$ cat config.mk
export PLATFORM = sky130hd
export DESIGN_NAME = pbm_port_b_mux
export DESIGN_NICKNAME = d
export VERILOG_FILES = /design/src/rtl/pbm_pkg.sv /design/src/rtl/pbm_pin_ctrl.sv /design/src/rtl/pbm_port_b_mux.sv
export SDC_FILE = /design/constraint.sdc
export NUM_CORES = 1
export LEC_CHECK = 0
export ABC_CLOCK_PERIOD_IN_PS = 1800
export BUFFER_PORTS_ARGS = -buffer_cell sky130_fd_sc_hd__buf_4
export CAP_MARGIN = 20
export CORE_AREA = 2 2 87 89
export DETAILED_ROUTE_END_ITERATION = 7
export DIE_AREA = 0 0 89 91
export GPL_ROUTABILITY_DRIVEN = 0
export PLACE_DENSITY = 0.67
export SLEW_MARGIN = 20
export SYNTH_ARGS = -nofsm -noshare
export SYNTH_HDL_FRONTEND = slang
export SYNTH_SLANG_ARGS = --single-unit
$ cat constraint.sdc
create_clock -name clock_i -period 1.8 [get_ports clock_i]
set_input_delay 0.36 -clock clock_i [delete_from_list [all_inputs] [get_ports clock_i]]
set_output_delay 0.36 -clock clock_i [all_outputs]
set_load 0.05 [all_outputs]
$ cat src/rtl/pbm_pkg.sv
/*
 * pbm_pkg: constants for the port b alternate-function mux.
 * assumes one 100 mhz clock and an eight-pin port.
 */
package pbm_pkg;
    // port width
    localparam int PBM_PINS = 8;

    // pin positions of the alternate functions
    localparam int PBM_BIT_SS = 0;
    localparam int PBM_BIT_SCK = 1;
    localparam int PBM_BIT_MOSI = 2;
    localparam int PBM_BIT_MISO = 3;
    localparam int PBM_BIT_T0CMPA = 4;
    localparam int PBM_BIT_T1CMPA = 5;
    localparam int PBM_BIT_T1CMPB = 6;
    localparam int PBM_BIT_T2CMPA = 7;

    // pin-change source number of bit 0
    localparam int PBM_PCSRC_BASE = 8;

    // reset values of the synchroniser stages and the registered pad and peripheral outputs
    localparam logic [7:0] PBM_RST_PAD = 8'h00;
    localparam logic [7:0] PBM_RST_SYNC = 8'hff;
    localparam logic PBM_RST_BIT = 1'b0;
    localparam logic PBM_RST_SS = 1'b1;
endpackage

$ cat src/rtl/pbm_pin_ctrl.sv
/*
 * pbm_pin_ctrl: override combiner for one pad.
 * assumes override enables and values are settled in the same clock.
 */
`timescale 1ns/1ps
`default_nettype none
module pbm_pin_ctrl
    import pbm_pkg::*;
(
    input wire logic dir_i,          // direction register bit
    input wire logic out_i,          // output register bit
    input wire logic pu_off_i,       // global pull-up disable
    input wire logic sleep_i,        // controller asleep
    input wire logic pu_oe_i,        // pull-up override enable
    input wire logic pu_ov_i,        // pull-up override value
    input wire logic dir_oe_i,       // direction override enable
    input wire logic dir_ov_i,       // direction override value
    input wire logic val_oe_i,       // port value override enable
    input wire logic val_ov_i,       // port value override value
    input wire logic ie_oe_i,        // input enable override enable
    input wire logic ie_ov_i,        // input enable override value
    output logic drive_o,            // output driver enable
    output logic value_o,            // value seen by the driver
    output logic pullup_o,           // pull-up on
    output logic input_en_o          // digital input enabled
);
    // direction: override value wins over the register bit
    always_comb begin
        drive_o = dir_oe_i ? dir_ov_i : dir_i;
    end

    // value: override only matters while the driver is on
    always_comb begin
        value_o = out_i;
        if (val_oe_i && drive_o) begin
            value_o = val_ov_i;
        end
    end

    // pull-up: normal case is input, port bit set, not globally off
    always_comb begin
        if (pu_oe_i) begin
            pullup_o = pu_ov_i;
        end else begin
            pullup_o = ~drive_o & out_i & ~pu_off_i;
        end
    end

    // input enable: sleep turns it off unless overridden
    always_comb begin
        input_en_o = ie_oe_i ? ie_ov_i : ~sleep_i;
    end
endmodule
`default_nettype wire

$ cat src/rtl/pbm_port_b_mux.sv
/*
 * pbm_port_b_mux: alternate-function override for an eight-pin port.
 * timers claim pads over the output register bits, spi also over the direction
 * bits, pin-change sources claim the input buffers over sleep. assumes
 * register bits and peripheral
 * signals come from logic on clock_i; pad inputs are asynchronous.
 */
`timescale 1ns/1ps
`default_nettype none
// Functional notes
// - bit 7 drives timer2 compare a when output
// - bit 6 drives timer1 compare b when output
// - bit 5 drives timer1 compare a when output
// - bit 4 drives timer0 compare a when output
// - spi master forces bit 3 to input
// - spi slave: bit 3 follows its direction bit
// - spi slave forces bit 2 to input
// - spi master: bit 2 follows its direction bit
// - bit 1 clock; slave forces it input
// - spi master: bit 1 follows its direction bit
// - spi slave forces bit 0 to input
// - slave spi active only while select low
// - spi master: bit 0 follows its direction bit
// - forced inputs keep pull-up from output bit
// - pins are pin-change sources 8 to 15
// - miso and mosi split by role
// - value override replaces output bit when driving
// - direction override replaces direction bit
// - pull-up override ignores other bits
// - input-enable override ignores sleep state
module pbm_port_b_mux
    import pbm_pkg::*;
(
    input wire logic clock_i,                       // system clock
    input wire logic rst_n_i,                       // async reset, low
    input wire logic [7:0] dir_bit_i,               // direction bits
    input wire logic [7:0] out_bit_i,               // output bits
    input wire logic global_pullup_disable_i,       // all pull-ups off
    input wire logic sleep_i,                       // controller asleep
    input wire logic serial_periph_enable_i,        // spi on
    input wire logic serial_master_select_i,        // spi master role
    input wire logic spi_master_out_i,              // mosi as master
    input wire logic spi_slave_out_i,               // miso as slave
    input wire logic sck_out_i,                     // clock as master
    input wire logic timer2_compare_a_en_i,         // compare enables
    input wire logic timer1_compare_b_en_i,
    input wire logic timer1_compare_a_en_i,
    input wire logic timer0_compare_a_en_i,
    input wire logic timer2_compare_a_out_i,        // compare outputs
    input wire logic timer1_compare_b_out_i,
    input wire logic timer1_compare_a_out_i,
    input wire logic timer0_compare_a_out_i,
    input wire logic [7:0] pin_change_mask_i,       // per-pin mask
    input wire logic pin_change_group1_enable_i,    // group enable
    input wire logic [7:0] pad_in_i,                // pad levels
    output logic [7:0] pad_out_o,                   // pad drive value
    output logic [7:0] pad_oe_o,                    // pad driver on
    output logic [7:0] pad_pullup_o,                // pad pull-up on
    output logic [7:0] pad_input_en_o,              // input buffer on
    output logic [7:0] port_pin_o,                  // filtered pin levels
    output logic spi_master_in_o,                   // miso into master
    output logic spi_slave_in_o,                    // mosi into slave
    output logic sck_in_o,                          // clock into slave
    output logic spi_ss_in_o,                       // select level
    output logic slave_select_active_o,             // slave selected
    output logic [7:0] pin_change_src_o,            // sources 8..15
    output logic [7:0] pin_change_event_o           // change pulses
);
    // spi role decode
    logic spi_master;       // enabled as master
    logic spi_slave;        // enabled as slave

    // per-pin override vectors
    logic [7:0] pu_oe;      // pull-up override enable
    logic [7:0] pu_ov;      // pull-up override value
    logic [7:0] dir_oe;     // direction override enable
    logic [7:0] dir_ov;     // direction override value
    logic [7:0] val_oe;     // value override enable
    logic [7:0] val_ov;     // value override value
    logic [7:0] ie_oe;      // input enable override enable
    logic [7:0] ie_ov;      // input enable override value

    // combined per-pin results
    logic [7:0] next_oe;    // driver enable
    logic [7:0] next_out;   // driver value
    logic [7:0] next_pu;    // pull-up
    logic [7:0] next_ie;    // input enable

    // input synchroniser stages
    logic [7:0] sync_a;     // first stage, read by sync_b only
    logic [7:0] sync_b;     // second stage
    logic [7:0] sync_c;     // third stage
    logic [7:0] stable;     // accepted pin level
    logic [7:0] gated_in;   // level after input enable
    logic [7:0] seen_in;    // last level for change detect

    // role decode; with the spi off neither role claims a pin
    assign spi_master = serial_periph_enable_i & serial_master_select_i;
    assign spi_slave = serial_periph_enable_i & ~serial_master_select_i;

    // pull-up overrides: spi pins claim it when forcing input,
    // but the output bit still steers it, gated by the global off
    always_comb begin
        pu_oe = 8'h00;
        pu_ov = 8'h00;
        pu_oe[PBM_BIT_MISO] = spi_master;
        pu_oe[PBM_BIT_MOSI] = spi_slave;
        pu_oe[PBM_BIT_SCK] = spi_slave;
        pu_oe[PBM_BIT_SS] = spi_slave;
        // each spi pin: port bit gated by global disable
        pu_ov[PBM_BIT_MISO] = out_bit_i[PBM_BIT_MISO]
            & ~global_pullup_disable_i;
        pu_ov[PBM_BIT_MOSI] = out_bit_i[PBM_BIT_MOSI]
            & ~global_pullup_disable_i;
        pu_ov[PBM_BIT_SCK] = out_bit_i[PBM_BIT_SCK]
            & ~global_pullup_disable_i;
        pu_ov[PBM_BIT_SS] = out_bit_i[PBM_BIT_SS]
            & ~global_pullup_disable_i;
    end

    // direction overrides: value is always zero, i.e. forced input;
    // the role that is not forced falls back to the direction bit
    always_comb begin
        dir_oe = 8'h00;
        dir_ov = 8'h00;
        // miso: input as master, own direction as slave
        dir_oe[PBM_BIT_MISO] = spi_master;
        // mosi: input as slave, own direction as master
        dir_oe[PBM_BIT_MOSI] = spi_slave;
        // sck: input as slave, own direction as master
        dir_oe[PBM_BIT_SCK] = spi_slave;
        // select: input as slave, own direction as master
        dir_oe[PBM_BIT_SS] = spi_slave;
    end

    // value overrides: timers on the upper half, spi outputs below;
    // the select pin never gets a value from the spi
    always_comb begin
        val_oe = 8'h00;
        val_ov = 8'h00;
        // compare outputs; only reach the pad when driving
        val_oe[PBM_BIT_T2CMPA] = timer2_compare_a_en_i;
        val_ov[PBM_BIT_T2CMPA] = timer2_compare_a_out_i;
        val_oe[PBM_BIT_T1CMPB] = timer1_compare_b_en_i;
        val_ov[PBM_BIT_T1CMPB] = timer1_compare_b_out_i;
        val_oe[PBM_BIT_T1CMPA] = timer1_compare_a_en_i;
        val_ov[PBM_BIT_T1CMPA] = timer1_compare_a_out_i;
        val_oe[PBM_BIT_T0CMPA] = timer0_compare_a_en_i;
        val_ov[PBM_BIT_T0CMPA] = timer0_compare_a_out_i;
        // miso carries the slave output
        val_oe[PBM_BIT_MISO] = spi_slave;
        val_ov[PBM_BIT_MISO] = spi_slave_out_i;
        // mosi carries the master output
        val_oe[PBM_BIT_MOSI] = spi_master;
        val_ov[PBM_BIT_MOSI] = spi_master_out_i;
        // sck carries the master clock
        val_oe[PBM_BIT_SCK] = spi_master;
        val_ov[PBM_BIT_SCK] = sck_out_i;
        // select stays on the output bit in every role
        val_oe[PBM_BIT_SS] = 1'b0;
    end

    // input enable: an armed pin-change source keeps the
    // buffer alive even in sleep, so it can wake the core
    always_comb begin
        ie_oe = pin_change_mask_i & {8{pin_change_group1_enable_i}};
        ie_ov = 8'hff;
    end

    // one combiner per pad
    for (genvar g = 0; g < PBM_PINS; g++) begin : g_pin
        pbm_pin_ctrl u_pin (
            .dir_i(dir_bit_i[g]),
            .out_i(out_bit_i[g]),
            .pu_off_i(global_pullup_disable_i),
            .sleep_i(sleep_i),
            .pu_oe_i(pu_oe[g]),
            .pu_ov_i(pu_ov[g]),
            .dir_oe_i(dir_oe[g]),
            .dir_ov_i(dir_ov[g]),
            .val_oe_i(val_oe[g]),
            .val_ov_i(val_ov[g]),
            .ie_oe_i(ie_oe[g]),
            .ie_ov_i(ie_ov[g]),
            .drive_o(next_oe[g]),
            .value_o(next_out[g]),
            .pullup_o(next_pu[g]),
            .input_en_o(next_ie[g])
        );
    end

    // pad controls registered: one cycle late, but glitch-free
    // while override enables and values switch together

    // driver enable; reset leaves every pad an input
    always_ff @(posedge clock_i or negedge rst_n_i) begin
        if (!rst_n_i) begin
            pad_oe_o <= PBM_RST_PAD;
        end else begin
            pad_oe_o <= next_oe;
        end
    end

    // driver value; only meaningful while the enable is high
    always_ff @(posedge clock_i or negedge rst_n_i) begin
        if (!rst_n_i) begin
            pad_out_o <= PBM_RST_PAD;
        end else begin
            pad_out_o <= next_out;
        end
    end

    // pull-up; off in reset so nothing is pulled before setup
    always_ff @(posedge clock_i or negedge rst_n_i) begin
        if (!rst_n_i) begin
            pad_pullup_o <= PBM_RST_PAD;
        end else begin
            pad_pullup_o <= next_pu;
        end
    end

    // input buffer enable; off in reset, so reads are zero
    always_ff @(posedge clock_i or negedge rst_n_i) begin
        if (!rst_n_i) begin
            pad_input_en_o <= PBM_RST_PAD;
        end else begin
            pad_input_en_o <= next_ie;
        end
    end

    // three-stage synchroniser for the asynchronous pad levels;
    // stages reset high, the idle level of a pulled-up line,
    // so release from reset shows no false change
    always_ff @(posedge clock_i or negedge rst_n_i) begin
        if (!rst_n_i) begin
            sync_a <= PBM_RST_SYNC;
            sync_b <= PBM_RST_SYNC;
            sync_c <= PBM_RST_SYNC;
        end else begin
            sync_a <= pad_in_i;
            sync_b <= sync_a;
            sync_c <= sync_b;
        end
    end

    // a level is accepted once stages two and three agree;
    // a one-cycle blip between them is dropped
    // limitation: a pin toggling every cycle is never accepted
    always_ff @(posedge clock_i or negedge rst_n_i) begin
        if (!rst_n_i) begin
            stable <= PBM_RST_SYNC;
        end else begin
            for (int i = 0; i < PBM_PINS; i++) begin
                if (sync_b[i] == sync_c[i]) begin
                    stable[i] <= sync_c[i];
                end
            end
        end
    end

    // disabled input buffers read low, as a gated pad would
    assign gated_in = stable & pad_input_en_o;

    // port readback of the gated level
    always_ff @(posedge clock_i or negedge rst_n_i) begin
        if (!rst_n_i) begin
            port_pin_o <= PBM_RST_PAD;
        end else begin
            port_pin_o <= gated_in;
        end
    end

    // pin-change sources 8..15 on bits 0..7; the gated level,
    // so a sleeping unarmed pin cannot raise a source
    always_ff @(posedge clock_i or negedge rst_n_i) begin
        if (!rst_n_i) begin
            pin_change_src_o <= PBM_RST_PAD;
        end else begin
            pin_change_src_o <= gated_in;
        end
    end

    // change pulses for armed sources; the interrupt core
    // downstream keeps the sticky flag
    // seen_in resets low, matching gated_in while buffers are off
    always_ff @(posedge clock_i or negedge rst_n_i) begin
        if (!rst_n_i) begin
            seen_in <= PBM_RST_PAD;
            pin_change_event_o <= PBM_RST_PAD;
        end else begin
            seen_in <= gated_in;
            pin_change_event_o <= (gated_in ^ seen_in) & ie_oe;
        end
    end

    // peripheral inputs, split by role so neither side sees
    // its own outgoing data looped back

    // master data in from bit 3
    always_ff @(posedge clock_i or negedge rst_n_i) begin
        if (!rst_n_i) begin
            spi_master_in_o <= PBM_RST_BIT;
        end else begin
            spi_master_in_o <= gated_in[PBM_BIT_MISO];
        end
    end

    // slave data in from bit 2
    always_ff @(posedge clock_i or negedge rst_n_i) begin
        if (!rst_n_i) begin
            spi_slave_in_o <= PBM_RST_BIT;
        end else begin
            spi_slave_in_o <= gated_in[PBM_BIT_MOSI];
        end
    end

    // clock into the slave from bit 1
    always_ff @(posedge clock_i or negedge rst_n_i) begin
        if (!rst_n_i) begin
            sck_in_o <= PBM_RST_BIT;
        end else begin
            sck_in_o <= gated_in[PBM_BIT_SCK];
        end
    end

    // select level, ungated: a sleeping pin still reads the line;
    // resets high so the slave starts deselected
    always_ff @(posedge clock_i or negedge rst_n_i) begin
        if (!rst_n_i) begin
            spi_ss_in_o <= PBM_RST_SS;
        end else begin
            spi_ss_in_o <= stable[PBM_BIT_SS];
        end
    end

    // slave selected only while enabled as slave and select low;
    // the external master owns the select line
    always_ff @(posedge clock_i or negedge rst_n_i) begin
        if (!rst_n_i) begin
            slave_select_active_o <= PBM_RST_BIT;
        end else begin
            slave_select_active_o <= spi_slave & ~stable[PBM_BIT_SS];
        end
    end
endmodule
`default_nettype wire

==> results.sh <==
export IMPL_die_w_um=89
export IMPL_peakVddDrop_v=0.000446
export IMPL_clk_latency_ns=0.33
export IMPL_cts_root_buffer="clkbuf_8"
export IMPL_layout_drive_gt1_share_pct=59.1
export IMPL_syn_area_per_cell_sq_um=15.3
export IMPL_worstPathRequired_ns=1.44
export IMPL_period_needed_ns=1.40
export IMPL_hold_path_startpoint="pad_in_i[2]"
export IMPL_ios=111
export IMPL_h_tree_depth=3
export IMPL_io_buffers=110
export IMPL_layout_nets=343
export IMPL_yosys_warnings=0
export IMPL_path_buf_inv=1
export IMPL_clk_pin_slew_ns=0.08
export IMPL_die_y_um=91
export IMPL_totalWireLength_um=5290
export IMPL_path_cells="buf_4"
export IMPL_grt_setup_unrepaired="false"
export IMPL_ys_ff_latch=82
export IMPL_outcome="finished clean"
export IMPL_syn_num_nets=232
export IMPL_syn_to_final_growth_pct=40.7
export IMPL_min_period_over_period_pct=77.6
export IMPL_critPathMaxFanout=1
export IMPL_core_area_sq_um=7140
export IMPL_end_kind="primary output"
export IMPL_first_global_vias=1879
export IMPL_ys_seq_area_share_pct=75.2
export IMPL_finalSetupViolCount=0
export IMPL_fin_ws_ns=0.403
export IMPL_hold_viol_final=0
export IMPL_fmax_ghz=0.716
export IMPL_drt_iter0_drc=34
export IMPL_ff2ff_setup_slack_ns=0.91
export IMPL_die_area_sq_um=8100
export IMPL_firstDrtPassIters=4
export IMPL_worstMarginPinSlew_ns=0.313
export IMPL_postCtsSetupBuffers=0
export IMPL_p_leak_nw=1.86
export IMPL_clock_sinks=82
export IMPL_cts_tree="done"
export IMPL_fin_tns_setup_ns=0
export IMPL_grt_pass1_wl_um=8650
export IMPL_start_kind="register"
export IMPL_via_per_inst=4.49
export IMPL_drv_cap=0
export IMPL_crit_path_start="spi_ss_in_o"
export IMPL_cp_top_family="flip-flops"
export IMPL_diodes=0
export IMPL_max_stage_delay_ns=0.52
export IMPL_start_util_pct=39.0
export IMPL_yosys_cell_types_count=18
export IMPL_hold_class="in2reg"
export IMPL_syn_instance_count=182
export IMPL_maxSlewViolCount=0
export IMPL_wl_per_cell_um=13.3
export IMPL_r2r_start="stable[0]"
export IMPL_antenna_left=0
export IMPL_slowest_stage="dfstp_2"
export IMPL_critical_path_class="reg2out"
export IMPL_grt_max_degree=40
export IMPL_row_count=31
export IMPL_synth_cell_area_sq_um=2790
export IMPL_vias=1784
export IMPL_place_area_sq_um=3670
export IMPL_numCtsBuffers=9
export IMPL_drc=0
export IMPL_power_density_nw_per_um2=1110
export IMPL_antenna_found_initial=0
export IMPL_whs_ns=0.126
export IMPL_cts_max_path_buffers=2
export IMPL_overflow=0
export IMPL_relSlewSlack_pct=79.1
export IMPL_grt_use_total_pct=14.0
export IMPL_dp_slack_ns=0.714
export IMPL_report_power_total_mw=4.34
export IMPL_worstPathArrival_ns=1.04
export IMPL_fin_skew_ns=0.00582
export IMPL_finish_instance_area_sq_um=3920
export IMPL_dp_hpwl_um=3920
-- cells by family (layout without fill, tap and decap cells) --
family	count (synthesis)	count (layout)	share of synthesized area, %
flops	82	82	75.2
buf+inv	13	129	3.28
mux	7	7	3.23
compound gates	20	20	5.12
simple gates	52	52	10.3
fa+ha+maj	8	8	2.88
-- area by class of cell --
type	instances	area (sq um)
fillers	612	3220
flip-flops and latches	82	2090
repair buffers	113	863
multi-input cells	87	601
clock buffers	11	151
well taps	99	124
clock inverters	5	85.1
-- layer usage --
metal  GRT usage [%]  wire (um)
met3            4.55        484
met2            22.3       2550
met4            6.34         84
met5               0          0
met1            17.1       2170
-- worst paths after layout --
path,end,cells past startpoint
max reg2reg,pin_change_event_o[0],2
max,spi_ss_in_o,1
min,sync_a[2],1
min in group asynchronous,pin_change_src_o[6],2
max in group asynchronous,sync_a[4],3
min reg2reg,sync_b[4],0
-- state kept, by name, indices dropped and copies added, names as in the netlist --
name                   cells
spi_ss_in_o                1
pad_oe_o                   8
sync_b                     8
pin_change_event_o         8
stable                     8
sync_c                     8
pad_pullup_o               8
pin_change_src_o           8
pad_out_o                  8
sync_a                     8
pad_input_en_o             8
slave_select_active_o      1
-- Yosys cell counts --
cell	instances	area [sq um]
a21bo_2	8	80.1
a21boi_0	1	7.51
a21oi_1	11	55.1
and2_1	11	68.8
buf_2	1	5.00
buf_4	11	82.6
clkbuf_1	1	3.75
dfrtp_1	49	1230
dfstp_2	33	867
maj3_1	8	80.1
mux2_2	4	45.0
mux2_4	3	45.0
nand2_1	20	75.1
nand2b_1	4	25.0
nand3_1	2	10.0
nand3b_1	9	67.6
nor2_1	1	3.75
nor3b_1	5	37.5
-- report_power, final --
group          total, mW  internal (mW)  switching [mW]
Clock               1.50          0.864           0.639
Combinational      0.766          0.275           0.492
Sequential          2.07           2.00          0.0725
Total               4.34           3.14            1.20
-- through the flow --
stage	std cells	utilization, %
final	397	54.9
after global routing	397	54.9
after CTS	397	54.9
after detailed placement	380	51.4
after global placement	380	51.4
after floorplan	182	-
-- cells in the final DEF (no fill, tap or decap), types with 2 or more instances in the layout --
master	Yosys	layout
bufinv_16	0	2
mux2_4	3	3
nand3b_1	9	9
dfstp_2	33	33
and2_1	11	11
clkbuf_8	0	11
nand2_1	20	20
nor3b_1	5	5
buf_4	11	111
mux2_2	4	4
nand3_1	2	2
a21oi_1	11	11
dfrtp_1	49	49
nand2b_1	4	4
maj3_1	8	8
a21bo_2	8	8
-- timing repair --
action	in CTS	in global routing
hold buffers	1	0
hold endpoints to repair	17	0
gates resized for setup	0	0
Note: power is estimated with default switching activity, not from simulation.
